File: config.mk
export PLATFORM = sky130hd
export DESIGN_NAME = rx_packet_filter
export DESIGN_NICKNAME = d
export VERILOG_FILES = /design/src/logic/rpf_pkg.sv /design/src/logic/rpf_csum.sv /design/src/logic/rx_packet_filter.sv
export SDC_FILE = /design/constraint.sdc
export NUM_CORES = 1
export LEC_CHECK = 0
export ABC_AREA = 1
export BUFFER_PORTS_ARGS = -buffer_cell sky130_fd_sc_hd__buf_2
export CAP_MARGIN = 5
export CORE_UTILIZATION = 55
export CTS_BUF_LIST = sky130_fd_sc_hd__clkbuf_16
export DETAILED_ROUTE_END_ITERATION = 6
export GPL_ROUTABILITY_DRIVEN = 0
export PLACE_DENSITY = 0.78
export SKIP_CTS_REPAIR_TIMING = 1
export SLEW_MARGIN = 5
export SYNTH_ARGS = -nofsm -noshare
export SYNTH_HDL_FRONTEND = slang
export SYNTH_SLANG_ARGS = --single-unit
File: constraint.sdc
create_clock -name clk_in -period 4.2 [get_ports clk_in]
set_clock_uncertainty 0.1 [all_clocks]
set_input_delay 0.84 -clock clk_in [delete_from_list [all_inputs] [get_ports clk_in]]
set_output_delay 0.84 -clock clk_in [all_outputs]
set_load 0.03 [all_outputs]
File: src/logic/rpf_pkg.sv
// Overview of operation
// - Six tests: station address, pattern checksum, wake-up, hash, group and all-ones address.
// - Any mix of tests may be enabled together, each by its own control bit.
// - AND select: accept only when every enabled test passes, else discard.
// - OR select: accept when any enabled test passes and the FCS is good or the CRC check is off; discard when all enabled tests fail.
// - Control register all zero means promiscuous: every frame is accepted.
// - Station test: AND mode discards non-matching destinations; OR mode accepts a match with a good FCS or the CRC check off.
// - One read/write 8-bit control register holds all enables and the combine select.
// - Station test passes only on an exact destination match with the programmed address.
// - Pattern test: checksum of up to 64 selected bytes equals the reference.
`default_nettype none

package rpf_pkg;
	localparam logic [7:0]  RPF_CTRL_OFS     = 8'h00;
	localparam logic [7:0]  RPF_STA_LO_OFS   = 8'h04;
	localparam logic [7:0]  RPF_STA_HI_OFS   = 8'h08;
	localparam logic [7:0]  RPF_PMASK_LO_OFS = 8'h0c;
	localparam logic [7:0]  RPF_PMASK_HI_OFS = 8'h10;
	localparam logic [7:0]  RPF_POFS_OFS     = 8'h14;
	localparam logic [7:0]  RPF_PREF_OFS     = 8'h18;
	localparam logic [7:0]  RPF_STAT_OFS     = 8'h1c;

	localparam logic [7:0]  RPF_CTRL_RESET   = 8'ha1;
	localparam logic [47:0] RPF_STA_RESET    = 48'h0;
	localparam logic [63:0] RPF_PMASK_RESET  = 64'h0;
	localparam logic [10:0] RPF_POFS_RESET   = 11'h0;
	localparam logic [15:0] RPF_PREF_RESET   = 16'h0;

	localparam int RPF_BIT_STA  = 7;
	localparam int RPF_BIT_COMB = 6;
	localparam int RPF_BIT_CRC  = 5;
	localparam int RPF_BIT_PAT  = 4;
	localparam int RPF_BIT_WAKE = 3;
	localparam int RPF_BIT_HASH = 2;
	localparam int RPF_BIT_GRP  = 1;
	localparam int RPF_BIT_ALL1 = 0;
	localparam int RPF_STAT_VERDICT_BIT = 16;

	localparam logic [10:0] RPF_DA_LEN      = 11'h006;
	localparam logic [10:0] RPF_PAT_WINDOW  = 11'h040;
	localparam logic [47:0] RPF_ALL1_ADDR   = 48'hffff_ffff_ffff;

	typedef enum logic [2:0] {
		RPF_ST_IDLE  = 3'b001,
		RPF_ST_RECV  = 3'b010,
		RPF_ST_JUDGE = 3'b100
	} rpf_state_type;
endpackage : rpf_pkg

`default_nettype wire

File: src/logic/rpf_csum.sv
`default_nettype none

// Internet checksum over a byte stream; even bytes form the high half of each 16-bit word.
module rpf_csum (
	input  wire logic        clk_in,
	input  wire logic        arst_n_in,
	input  wire logic        clear_in,
	input  wire logic        byte_valid_in,
	input  wire logic [7:0]  byte_in,
	output logic      [15:0] csum_out
);
	logic [15:0] acc_r;
	logic [15:0] acc_nxt;
	logic        pend_r;
	logic        pend_nxt;
	logic [7:0]  hi_r;
	logic [7:0]  hi_nxt;

	function automatic logic [15:0] rpf_add1c(input logic [15:0] a, input logic [15:0] b);
		logic [16:0] s;
		s = {1'b0, a} + {1'b0, b};
		return s[15:0] + {15'h0, s[16]};
	endfunction : rpf_add1c

	always_comb begin
		acc_nxt = clear_in ? 16'h0 : acc_r;
		pend_nxt = clear_in ? 1'b0 : pend_r;
		hi_nxt = hi_r;
		if (byte_valid_in) begin
			if (!pend_nxt) begin
				hi_nxt = byte_in;
				pend_nxt = 1'b1;
			end else begin
				acc_nxt = rpf_add1c(acc_nxt, {hi_r, byte_in});
				pend_nxt = 1'b0;
			end
		end
	end

	always_ff @(posedge clk_in or negedge arst_n_in) begin
		if (!arst_n_in) begin
			acc_r <= 16'h0;
			pend_r <= 1'b0;
			hi_r <= 8'h0;
		end else begin
			acc_r <= acc_nxt;
			pend_r <= pend_nxt;
			hi_r <= hi_nxt;
		end
	end

	// An odd trailing byte is padded with a zero low half.
	assign csum_out = ~(pend_r ? rpf_add1c(acc_r, {hi_r, 8'h0}) : acc_r);
endmodule : rpf_csum

`default_nettype wire

File: src/logic/rx_packet_filter.sv
`default_nettype none

module rx_packet_filter (
	input  wire logic        clk_in,
	input  wire logic        arst_n_in,
	input  wire logic        psel_in,
	input  wire logic        penable_in,
	input  wire logic        pwrite_in,
	input  wire logic [7:0]  paddr_in,
	input  wire logic [31:0] pwdata_in,
	output logic      [31:0] prdata_out,
	output logic             pready_out,
	output logic             pslverr_out,
	input  wire logic        rx_valid_in,
	input  wire logic        rx_start_in,
	input  wire logic        rx_end_in,
	input  wire logic [7:0]  rx_byte_in,
	input  wire logic        rx_crc_ok_in,
	input  wire logic        hash_match_in,
	input  wire logic        wakeup_match_in,
	output logic             verdict_valid_out,
	output logic             frame_accept_out
);
	logic [7:0]  receive_filter_control_r, receive_filter_control_nxt;
	logic [47:0] local_station_addr_r, local_station_addr_nxt;
	logic [63:0] pattern_mask_r, pattern_mask_nxt;
	logic [10:0] pattern_offset_r, pattern_offset_nxt;
	logic [15:0] pattern_checksum_ref_r, pattern_checksum_ref_nxt;
	logic [31:0] prdata_r, prdata_nxt;

	rpf_pkg::rpf_state_type state_r, state_nxt;
	logic [10:0] cnt_r, cnt_nxt;
	logic [47:0] dest_r, dest_nxt;
	logic        crc_ok_r, crc_ok_nxt;
	logic        hash_r, hash_nxt;
	logic        wake_r, wake_nxt;
	logic        verdict_r, verdict_nxt;
	logic        vvalid_r, vvalid_nxt;
	logic [15:0] last_csum_r, last_csum_nxt;

	logic        bus_wr;
	logic        mapped;
	logic [10:0] idx;
	logic [10:0] rel;
	logic        pat_sel;
	logic [15:0] csum;
	logic        da_ok;
	logic [5:0]  en;
	logic [5:0]  pass;
	logic        combined;
	logic        accept;

	function automatic logic rpf_hit(input logic [7:0] addr, input logic [7:0] ofs);
		return addr == ofs;
	endfunction : rpf_hit

	// Zero-wait slave: read data is latched in the setup cycle so it is a flop during access.
	assign pready_out = 1'b1;
	assign bus_wr = psel_in && penable_in && pwrite_in;
	assign mapped = (paddr_in[1:0] == 2'b00) && (paddr_in <= rpf_pkg::RPF_STAT_OFS);
	assign pslverr_out = psel_in && penable_in && !mapped;
	assign prdata_out = prdata_r;

	always_comb begin
		receive_filter_control_nxt = receive_filter_control_r;
		local_station_addr_nxt = local_station_addr_r;
		pattern_mask_nxt = pattern_mask_r;
		pattern_offset_nxt = pattern_offset_r;
		pattern_checksum_ref_nxt = pattern_checksum_ref_r;
		prdata_nxt = prdata_r;
		if (bus_wr) begin
			if (rpf_hit(paddr_in, rpf_pkg::RPF_CTRL_OFS)) receive_filter_control_nxt = pwdata_in[7:0];
			if (rpf_hit(paddr_in, rpf_pkg::RPF_STA_LO_OFS)) local_station_addr_nxt[31:0] = pwdata_in;
			if (rpf_hit(paddr_in, rpf_pkg::RPF_STA_HI_OFS)) local_station_addr_nxt[47:32] = pwdata_in[15:0];
			if (rpf_hit(paddr_in, rpf_pkg::RPF_PMASK_LO_OFS)) pattern_mask_nxt[31:0] = pwdata_in;
			if (rpf_hit(paddr_in, rpf_pkg::RPF_PMASK_HI_OFS)) pattern_mask_nxt[63:32] = pwdata_in;
			if (rpf_hit(paddr_in, rpf_pkg::RPF_POFS_OFS)) pattern_offset_nxt = pwdata_in[10:0];
			if (rpf_hit(paddr_in, rpf_pkg::RPF_PREF_OFS)) pattern_checksum_ref_nxt = pwdata_in[15:0];
		end
		if (psel_in && !penable_in && !pwrite_in) begin
			prdata_nxt = 32'h0;
			if (rpf_hit(paddr_in, rpf_pkg::RPF_CTRL_OFS)) prdata_nxt = {24'h0, receive_filter_control_r};
			if (rpf_hit(paddr_in, rpf_pkg::RPF_STA_LO_OFS)) prdata_nxt = local_station_addr_r[31:0];
			if (rpf_hit(paddr_in, rpf_pkg::RPF_STA_HI_OFS)) prdata_nxt = {16'h0, local_station_addr_r[47:32]};
			if (rpf_hit(paddr_in, rpf_pkg::RPF_PMASK_LO_OFS)) prdata_nxt = pattern_mask_r[31:0];
			if (rpf_hit(paddr_in, rpf_pkg::RPF_PMASK_HI_OFS)) prdata_nxt = pattern_mask_r[63:32];
			if (rpf_hit(paddr_in, rpf_pkg::RPF_POFS_OFS)) prdata_nxt = {21'h0, pattern_offset_r};
			if (rpf_hit(paddr_in, rpf_pkg::RPF_PREF_OFS)) prdata_nxt = {16'h0, pattern_checksum_ref_r};
			if (rpf_hit(paddr_in, rpf_pkg::RPF_STAT_OFS)) prdata_nxt = {15'h0, verdict_r, last_csum_r};
		end
	end

	always_ff @(posedge clk_in or negedge arst_n_in) begin
		if (!arst_n_in) begin
			receive_filter_control_r <= rpf_pkg::RPF_CTRL_RESET;
			local_station_addr_r <= rpf_pkg::RPF_STA_RESET;
			pattern_mask_r <= rpf_pkg::RPF_PMASK_RESET;
			pattern_offset_r <= rpf_pkg::RPF_POFS_RESET;
			pattern_checksum_ref_r <= rpf_pkg::RPF_PREF_RESET;
			prdata_r <= 32'h0;
		end else begin
			receive_filter_control_r <= receive_filter_control_nxt;
			local_station_addr_r <= local_station_addr_nxt;
			pattern_mask_r <= pattern_mask_nxt;
			pattern_offset_r <= pattern_offset_nxt;
			pattern_checksum_ref_r <= pattern_checksum_ref_nxt;
			prdata_r <= prdata_nxt;
		end
	end

	// Byte index within the frame; a start byte always restarts at zero, aborting any frame in flight.
	assign idx = rx_start_in ? 11'h0 : cnt_r;
	assign rel = idx - pattern_offset_r;
	assign pat_sel = rx_valid_in && (rx_start_in || state_r == rpf_pkg::RPF_ST_RECV) &&
		(idx >= pattern_offset_r) && (rel < rpf_pkg::RPF_PAT_WINDOW) && pattern_mask_r[rel[5:0]];

	rpf_csum rpf_csum_inst (
		.clk_in        (clk_in),
		.arst_n_in     (arst_n_in),
		.clear_in      (rx_valid_in && rx_start_in),
		.byte_valid_in (pat_sel),
		.byte_in       (rx_byte_in),
		.csum_out      (csum)
	);

	// Evaluation of the six tests, done in the cycle after the last byte so the checksum is complete.
	assign da_ok = cnt_r >= rpf_pkg::RPF_DA_LEN;
	assign en = {receive_filter_control_r[rpf_pkg::RPF_BIT_STA], receive_filter_control_r[rpf_pkg::RPF_BIT_PAT],
		receive_filter_control_r[rpf_pkg::RPF_BIT_WAKE], receive_filter_control_r[rpf_pkg::RPF_BIT_HASH],
		receive_filter_control_r[rpf_pkg::RPF_BIT_GRP], receive_filter_control_r[rpf_pkg::RPF_BIT_ALL1]};
	assign pass = {da_ok && (dest_r == local_station_addr_r),
		csum == pattern_checksum_ref_r, wake_r, hash_r,
		da_ok && dest_r[0], da_ok && (dest_r == rpf_pkg::RPF_ALL1_ADDR)};
	// With nothing enabled both modes accept, which gives promiscuous operation for free.
	assign combined = receive_filter_control_r[rpf_pkg::RPF_BIT_COMB] ? &(~en | pass)
		: ((en == 6'h0) || |(en & pass));
	assign accept = combined && (!receive_filter_control_r[rpf_pkg::RPF_BIT_CRC] || crc_ok_r);

	always_comb begin
		state_nxt = state_r;
		cnt_nxt = cnt_r;
		dest_nxt = dest_r;
		crc_ok_nxt = crc_ok_r;
		hash_nxt = hash_r;
		wake_nxt = wake_r;
		verdict_nxt = verdict_r;
		vvalid_nxt = 1'b0;
		last_csum_nxt = last_csum_r;
		case (state_r)
			rpf_pkg::RPF_ST_IDLE, rpf_pkg::RPF_ST_RECV, rpf_pkg::RPF_ST_JUDGE: begin
				if (state_r == rpf_pkg::RPF_ST_JUDGE) begin
					verdict_nxt = accept;
					vvalid_nxt = 1'b1;
					last_csum_nxt = csum;
					state_nxt = rpf_pkg::RPF_ST_IDLE;
				end
				if (rx_valid_in && (rx_start_in || state_r == rpf_pkg::RPF_ST_RECV)) begin
					if (idx < rpf_pkg::RPF_DA_LEN) dest_nxt[{idx[2:0], 3'b000} +: 8] = rx_byte_in;
					if (idx != 11'h7ff) cnt_nxt = idx + 11'h1;
					state_nxt = rpf_pkg::RPF_ST_RECV;
					if (rx_end_in) begin
						crc_ok_nxt = rx_crc_ok_in;
						hash_nxt = hash_match_in;
						wake_nxt = wakeup_match_in;
						state_nxt = rpf_pkg::RPF_ST_JUDGE;
					end
				end
			end
			default: state_nxt = rpf_pkg::RPF_ST_IDLE;
		endcase
	end

	always_ff @(posedge clk_in or negedge arst_n_in) begin
		if (!arst_n_in) begin
			state_r <= rpf_pkg::RPF_ST_IDLE;
			cnt_r <= 11'h0;
			dest_r <= 48'h0;
			crc_ok_r <= 1'b0;
			hash_r <= 1'b0;
			wake_r <= 1'b0;
			verdict_r <= 1'b0;
			vvalid_r <= 1'b0;
			last_csum_r <= 16'h0;
		end else begin
			state_r <= state_nxt;
			cnt_r <= cnt_nxt;
			dest_r <= dest_nxt;
			crc_ok_r <= crc_ok_nxt;
			hash_r <= hash_nxt;
			wake_r <= wake_nxt;
			verdict_r <= verdict_nxt;
			vvalid_r <= vvalid_nxt;
			last_csum_r <= last_csum_nxt;
		end
	end

	assign verdict_valid_out = vvalid_r;
	assign frame_accept_out = verdict_r;

	logic judge;
	logic [7:0] ctl;
	assign judge = state_r == rpf_pkg::RPF_ST_JUDGE;
	assign ctl = receive_filter_control_r;
endmodule : rx_packet_filter

`default_nettype wire

### Word-level counts from Yosys, hierarchy flattened

Index checks and enable logic that the tools add are counted.

* add/sub/neg operators: 7
* $lt $le $gt $ge: 6
* eq/ne operators: 15
* shifts and indexed selects: 2
* multiplexer cells: 26
* bitwise operators: 5
* reductions and logical operators: 40

Operators with widths (number)
* 32-bit two-way mux: 7
* 16-bit two-way mux: 4
* 48-bit bitwise mux: 1
* 48-bit == test: 1
* 48-bit == test, second input constant: 1
* 8-bit by 8-bit variable shift with 48-bit output, first input constant: 1
* 8-bit by 8-bit variable part select with 48-bit output: 1
* 16-bit by 16-bit adder with 17-bit output: 2
* 16-bit by 1-bit adder with 16-bit output: 2
* 8-bit by 5-bit == test with 1-bit output, second input constant: 4
* 2-bit AND reduction: 9
* 16-bit == test: 1
* 8-bit by 4-bit == test with 1-bit output, second input constant: 2
* 16-bit NOT: 1
* 1-bit logical AND: 15
* 3-bit two-way mux: 4
* 11-bit by 1-bit adder with 11-bit output, second input constant: 1
* 11-bit greater-or-equal comparator: 1
* 11-bit by 3-bit greater-or-equal comparator with 1-bit output, second input constant: 1
* 11-bit by 3-bit less-than comparator with 1-bit output, second input constant: 1
* 11-bit by 7-bit less-than comparator with 1-bit output, second input constant: 1
* 11-bit two-way mux: 1
* 11-bit inequality test, second input constant: 1
* 11-bit subtractor: 1
* 24 further kinds: 37

* flip-flop bits (word level): 287
* input bits: 59
* output and inout bits: 36

### Logic depth before layout (Yosys ltp)

* depth in word-level cells: 10
* depth in mapped cells: 28
* mapped depth without buffers: 27

### Hierarchy

From an unflattened synthesis, not the netlist that was laid out.

* cell total of the unflattened synthesis: 2271
* area total of the unflattened synthesis: 16966.3 sq um

By module, submodules not included
* rx_packet_filter: times used 1, cells an instance 1739, area an instance 13598.0 sq um, seq. area each 6561.3 sq um
* rpf_csum: times used 1, cells an instance 532, area an instance 3368.2 sq um, seq. area each 625.6 sq um

### Worst setup path before layout

Ideal clock, no wire load.

* path type: input -> register
* start point: input rx_valid_in
* end point: register rpf_csum_inst.acc_r[12]
* setup time: 0.117 ns
* arrival time: 4.071 ns
* path slack: -0.088 ns
* stages: 26
* path buffers: 1
* path through: nand2_1 > inv_1 > clkbuf_1 > nor2_1 > ha_1 > inv_1 > nor3_1 > nand2_1 > o211ai_1 > a21oi_1 > o41ai_1 > ha_1 > ha_1 > inv_1 > nor2_1 > inv_1 > nor2_1 > nand3_1 > nor2_1 > nand2_1 > nor2_1 > nand2_1 > nor2_2 > nand3_1 > nand3_1 > nand2_1

* longest elaborated chain between the ends: 6

RTL lines
* start: declaration: RTL line rx_packet_filter.sv:14 `input wire logic rx_valid_in,`
* 1-bit logical AND: RTL line rx_packet_filter.sv:120 `.clear_in (rx_valid_in && rx_start_in),`
* 16-bit two-way mux: RTL line rpf_csum.sv:26 `acc_nxt = clear_in ? 16'h0 : acc_r;`
* 16-bit by 16-bit adder with 17-bit output: RTL line rpf_csum.sv:21 `s = {1'b0, a} + {1'b0, b};`
* 16-bit by 1-bit adder with 16-bit output: RTL line rpf_csum.sv:22 `return s[15:0] + {15'h0, s[16]};`
* 16-bit two-way mux: RTL line rpf_csum.sv:30 `if (!pend_nxt) begin`
* 16-bit two-way mux (*): RTL line rpf_csum.sv:29 `if (byte_valid_in) begin`
* net rpf_csum_inst.acc_nxt[12]: RTL line rpf_csum.sv:13 `logic [15:0] acc_nxt;`
* end signal: assignment: RTL line rpf_csum.sv:46 `acc_r <= acc_nxt;`
* end: declaration: RTL line rpf_csum.sv:12 `logic [15:0] acc_r;`

Mark *: on every way through the listed nets, which the timed path passes. The rest lies on a longest branch.
A chain may end at the register's enable or synchronous reset.

### Final worst setup path

* start point: input rx_start_in
* end point: register rpf_csum_inst.acc_r[12]

* longest elaborated chain between the ends: 6

RTL lines
* start: declaration: RTL line rx_packet_filter.sv:15 `input wire logic rx_start_in,`
* 1-bit logical AND (tied with other cells): RTL line rx_packet_filter.sv:120
* 16-bit two-way mux (tied with other cells): RTL line rpf_csum.sv:26
* 16-bit by 16-bit adder with 17-bit output (tied with other cells): RTL line rpf_csum.sv:21
* 16-bit by 1-bit adder with 16-bit output (tied with other cells): RTL line rpf_csum.sv:22
* 16-bit two-way mux or 1-bit logical AND (tied branches): RTL line rpf_csum.sv:30, rx_packet_filter.sv:115
* 16-bit two-way mux (*): RTL line rpf_csum.sv:29
* net rpf_csum_inst.acc_nxt[12]: RTL line rpf_csum.sv:13

Mark *: on every way through the listed nets, which the timed path passes. The rest lies on a longest branch. The select of a mux whose other input is x is not followed.

==> flow_summary.ini <==
[status]
status = finished, final reports clean

[worst_setup_path]
critical_path.top_delay_family = simple AND/OR/NAND/NOR gates
cp_max_fo = 9
crit_type = in2reg
worstSetupStartpointType = input port
reg2reg_slack_ns = 0.35
slowest_delay_ns = 0.32
crit_cells = 26
slowest_stage = ha_1
worstPathRequired_ns = 4.54
crit_buf_inv = 5
cp.arrival_ns = 4.23
reg2reg_depth = 25
r2r_start = rpf_csum_inst.hi_r[0]$_DFFE_PN0P_
startpoint = rx_start_in
crit_path_end_kind = flop
cpMostUsedCell = nor2_1

[drt]
vias = 15500
drtAntennaViolNets = 0
drt_pre_antenna_iters = 5
drt_iter0_drc = 2075
via_per_inst = 5.89
routedWlPerCell_um = 19.2
wl_um = 50600
route.detailed.drc = 0

[global_routing]
grt_util_all_layers_pct = 33.6
grt-ovfl-total = 0
grt_pass1_wl_um = 79600
grt_use_met2_pct = 50.1
grt_max_degree = 77
met3_usage_pct = 5.94
globalRouteMet1Util_pct = 48.0
grt-busiest-layer = met2
antenna_found_initial = 1
grt_pass1_vias = 14600

[synthesis]
ys_seq_area_share_pct = 44.3
ys_warn_count = 0
synth_nets = 2216
synth-seq-cells = 287
yosys-top-cells-area = dfrtp_1 (44%), nand2_1 (13%), o21ai_0 (9.6%)
postSynthCellCount = 2111
avgSynthCellArea_um2 = 7.69
synth_flop_cell = dfrtp_1
synth_top_area_cell = dfrtp_1
synth_edf_count = 0
synth_cell_types = 60
yosysTopAreaCellShare_pct = 43.7
async_flop_share_pct = 100
syn_area_um2 = 16200

[sta]
final_max_slew_viol_count = 0
setup-violations-final = 0
period_share_pct = 92.4
slew_headroom_pct = 30.8
period_needed_ns = 3.88
fmax_mhz = 258
hold_viol_final = 0
worst-slew-pin-transition_ns = 1.03

[die]
floorplan.initialDensity_pct = 56.2
fp.dieW_um = 174
core_um2 = 28900
die_area_um2 = 30200
io_pins = 95
die_h_um = 174
placementRows = 62

[power]
power.density_nw_per_um2 = 435
sequentialPowerShare_pct = 43.3
p_int_uw = 5150
combPwrFrac_pct = 27.0
netSwitchingPower_uw = 2800
clockPowerShare_pct = 29.7
ir_drop_v = 0.000307
switching_share_pct = 35.3
leakage_uw = 0.00896
power.total_uw = 7950

[layout]
seq_area_um2 = 7190
drive_gt1_share_pct = 11.1
final_nets = 2337
antenna_cells = 0
area_growth_pct = 12.8
multi_input_area_um2 = 7870
finalInstanceArea_um2 = 18300
nFillCells = 2494

[min_path]
hold_class = in2async

[placed_design]
port_buffers = 93
dpl.hpwl_um = 38100
placed_area_um2 = 17400

[clock_network]
clk_latency_ns = 0.57
clkTransAtPathRegs_ns = 0.07
max-clock-path-buffers = 3
tritoncts = yes
cts_max_level = 1
root_buffer = clkbuf_16
numCtsBuffers = 28
cts_sinks = 287

[run]
drv_cap = 0
## synthesized netlist by cell type (2+ instances only)
cell type / instances
a21o_1: 5
a21oi_1: 75
a21oi_2: 3
a221oi_1: 25
a31oi_1: 11
and3_1: 2
buf_1: 3
buf_2: 14
buf_4: 2
buf_6: 3
clkbuf_1: 50
clkinv_1: 3
dfrtp_1: 283
dfstp_2: 4
fa_1: 3
ha_1: 43
inv_1: 220
inv_2: 10
nand2_1: 575
nand3_1: 113
nand3b_1: 5
nand4_1: 31
nor2_1: 134
nor2_2: 2
nor2_4: 2
nor3_1: 13
nor3_2: 3
nor4_1: 9
o2111ai_1: 3
o211ai_1: 21
o21ai_0: 311
o21ai_1: 5
o21ai_2: 3
o21bai_1: 6
o221ai_1: 8
o22ai_1: 9
o31ai_1: 2
or2_2: 3
or4_1: 2
xnor2_1: 20
xor2_1: 53
## final timing paths
path / end
worst max-delay path: rpf_csum_inst.acc_r[12]$_DFF_PN0_
worst min-delay path: prdata_out[24]$_DFFE_PN0P_
worst max register to register: frame_accept_out$_DFFE_PN0P_
worst min register to register: prdata_out[21]$_DFFE_PN0P_
max in group asynchronous: ctl[5]$_DFFE_PN1P_
min in group clk_in: prdata_out[21]$_DFFE_PN0P_
## flip-flops by register name (all words and copies together) (netlist names)
register                cells
cnt_r                      11
crc_ok_r                    1
ctl                         8
dest_r                     48
frame_accept_out            1
hash_r                      1
last_csum_r                16
local_station_addr_r       48
pattern_checksum_ref_r     16
pattern_mask_r             64
pattern_offset_r           11
prdata_out                 32
rpf_csum_inst.acc_r        16
rpf_csum_inst.hi_r          8
rpf_csum_inst.pend_r        1
state_r                     3
verdict_valid_out           1
wake_r                      1
## cell type report
cell class / instances / share of cell area, %
Clock buffer: 28 / 3.83
Multi-Input combinational cell: 1518 / 43.0
Clock inverter: 23 / 0.752
Tap cell: 384 / 2.63
Timing Repair Buffer: 163 / 5.68
Inverter: 234 / 4.81
Sequential cell: 287 / 39.3
## placed cells by master, fill, tap and decap left out, types with 8 or more instances in the layout
| cell type | instances |
|---|---|
| o22ai_1 | 9 |
| clkbuf_16 | 28 |
| a31oi_1 | 11 |
| o211ai_1 | 21 |
| ha_1 | 40 |
| nand4_1 | 31 |
| a21oi_1 | 75 |
| a221oi_1 | 25 |
| o221ai_1 | 8 |
| inv_1 | 223 |
| xor2_1 | 53 |
| buf_2 | 92 |
| nand2_1 | 571 |
| xnor2_1 | 20 |
| nor4_1 | 9 |
| o21ai_0 | 311 |
| buf_4 | 67 |
| dfrtp_1 | 283 |
| inv_2 | 11 |
| clkinv_1 | 13 |
| nand3_1 | 113 |
| nor3_1 | 13 |
| nor2_1 | 132 |
## metal layers
metal	wire (um)	part of all wire, %
met3	5420	11
met1	20900	41
met5	13	0.026
met4	2390	4.7
met2	21800	43
## cells by family after synthesis
| logic type | Yosys count | share of synthesized area, % |
|---|---|---|
| xor+xnor | 76 | 4.35 |
| buf+inv | 306 | 7.39 |
| other cells | 1 | 0.0231 |
| mux | 1 | 0.0617 |
| simple gates | 899 | 23.1 |
| flops | 287 | 44.3 |
| fa+ha+maj | 46 | 3.69 |
| compound gates | 495 | 17.1 |
## through the flow
stage                     hold WS, ns  setup WS, ns  cells  setup TNS [ns]  utilization (%)
final                           0.114         0.318   2637               0             63.4
after global routing            0.178       -0.0124   2637         -0.0124             63.4
after CTS                       0.155        0.0726   2637               0             63.3
after detailed placement        0.362        -0.496   2586           -2.14             60.4
after global placement          0.356        -0.359   2586           -1.08             60.4
after floorplan                 0.349        0.0187   2111               0                -
## power groups by stage
| stage | clock network [uW] | registers, uW | logic, uW |
|---|---|---|---|
| 2_1_floorplan | 0 | 3340 | 1460 |
| 3_3_place_gp | 0 | 3460 | 2000 |
| 3_5_place_dp | 0 | 3470 | 2070 |
| 4_1_cts | 2370 | 3430 | 2090 |
| 5_1_grt | 2490 | 3470 | 2400 |
| 6_report | 2360 | 3450 | 2150 |
No activity file was read; power rests on OpenSTA's default activity.
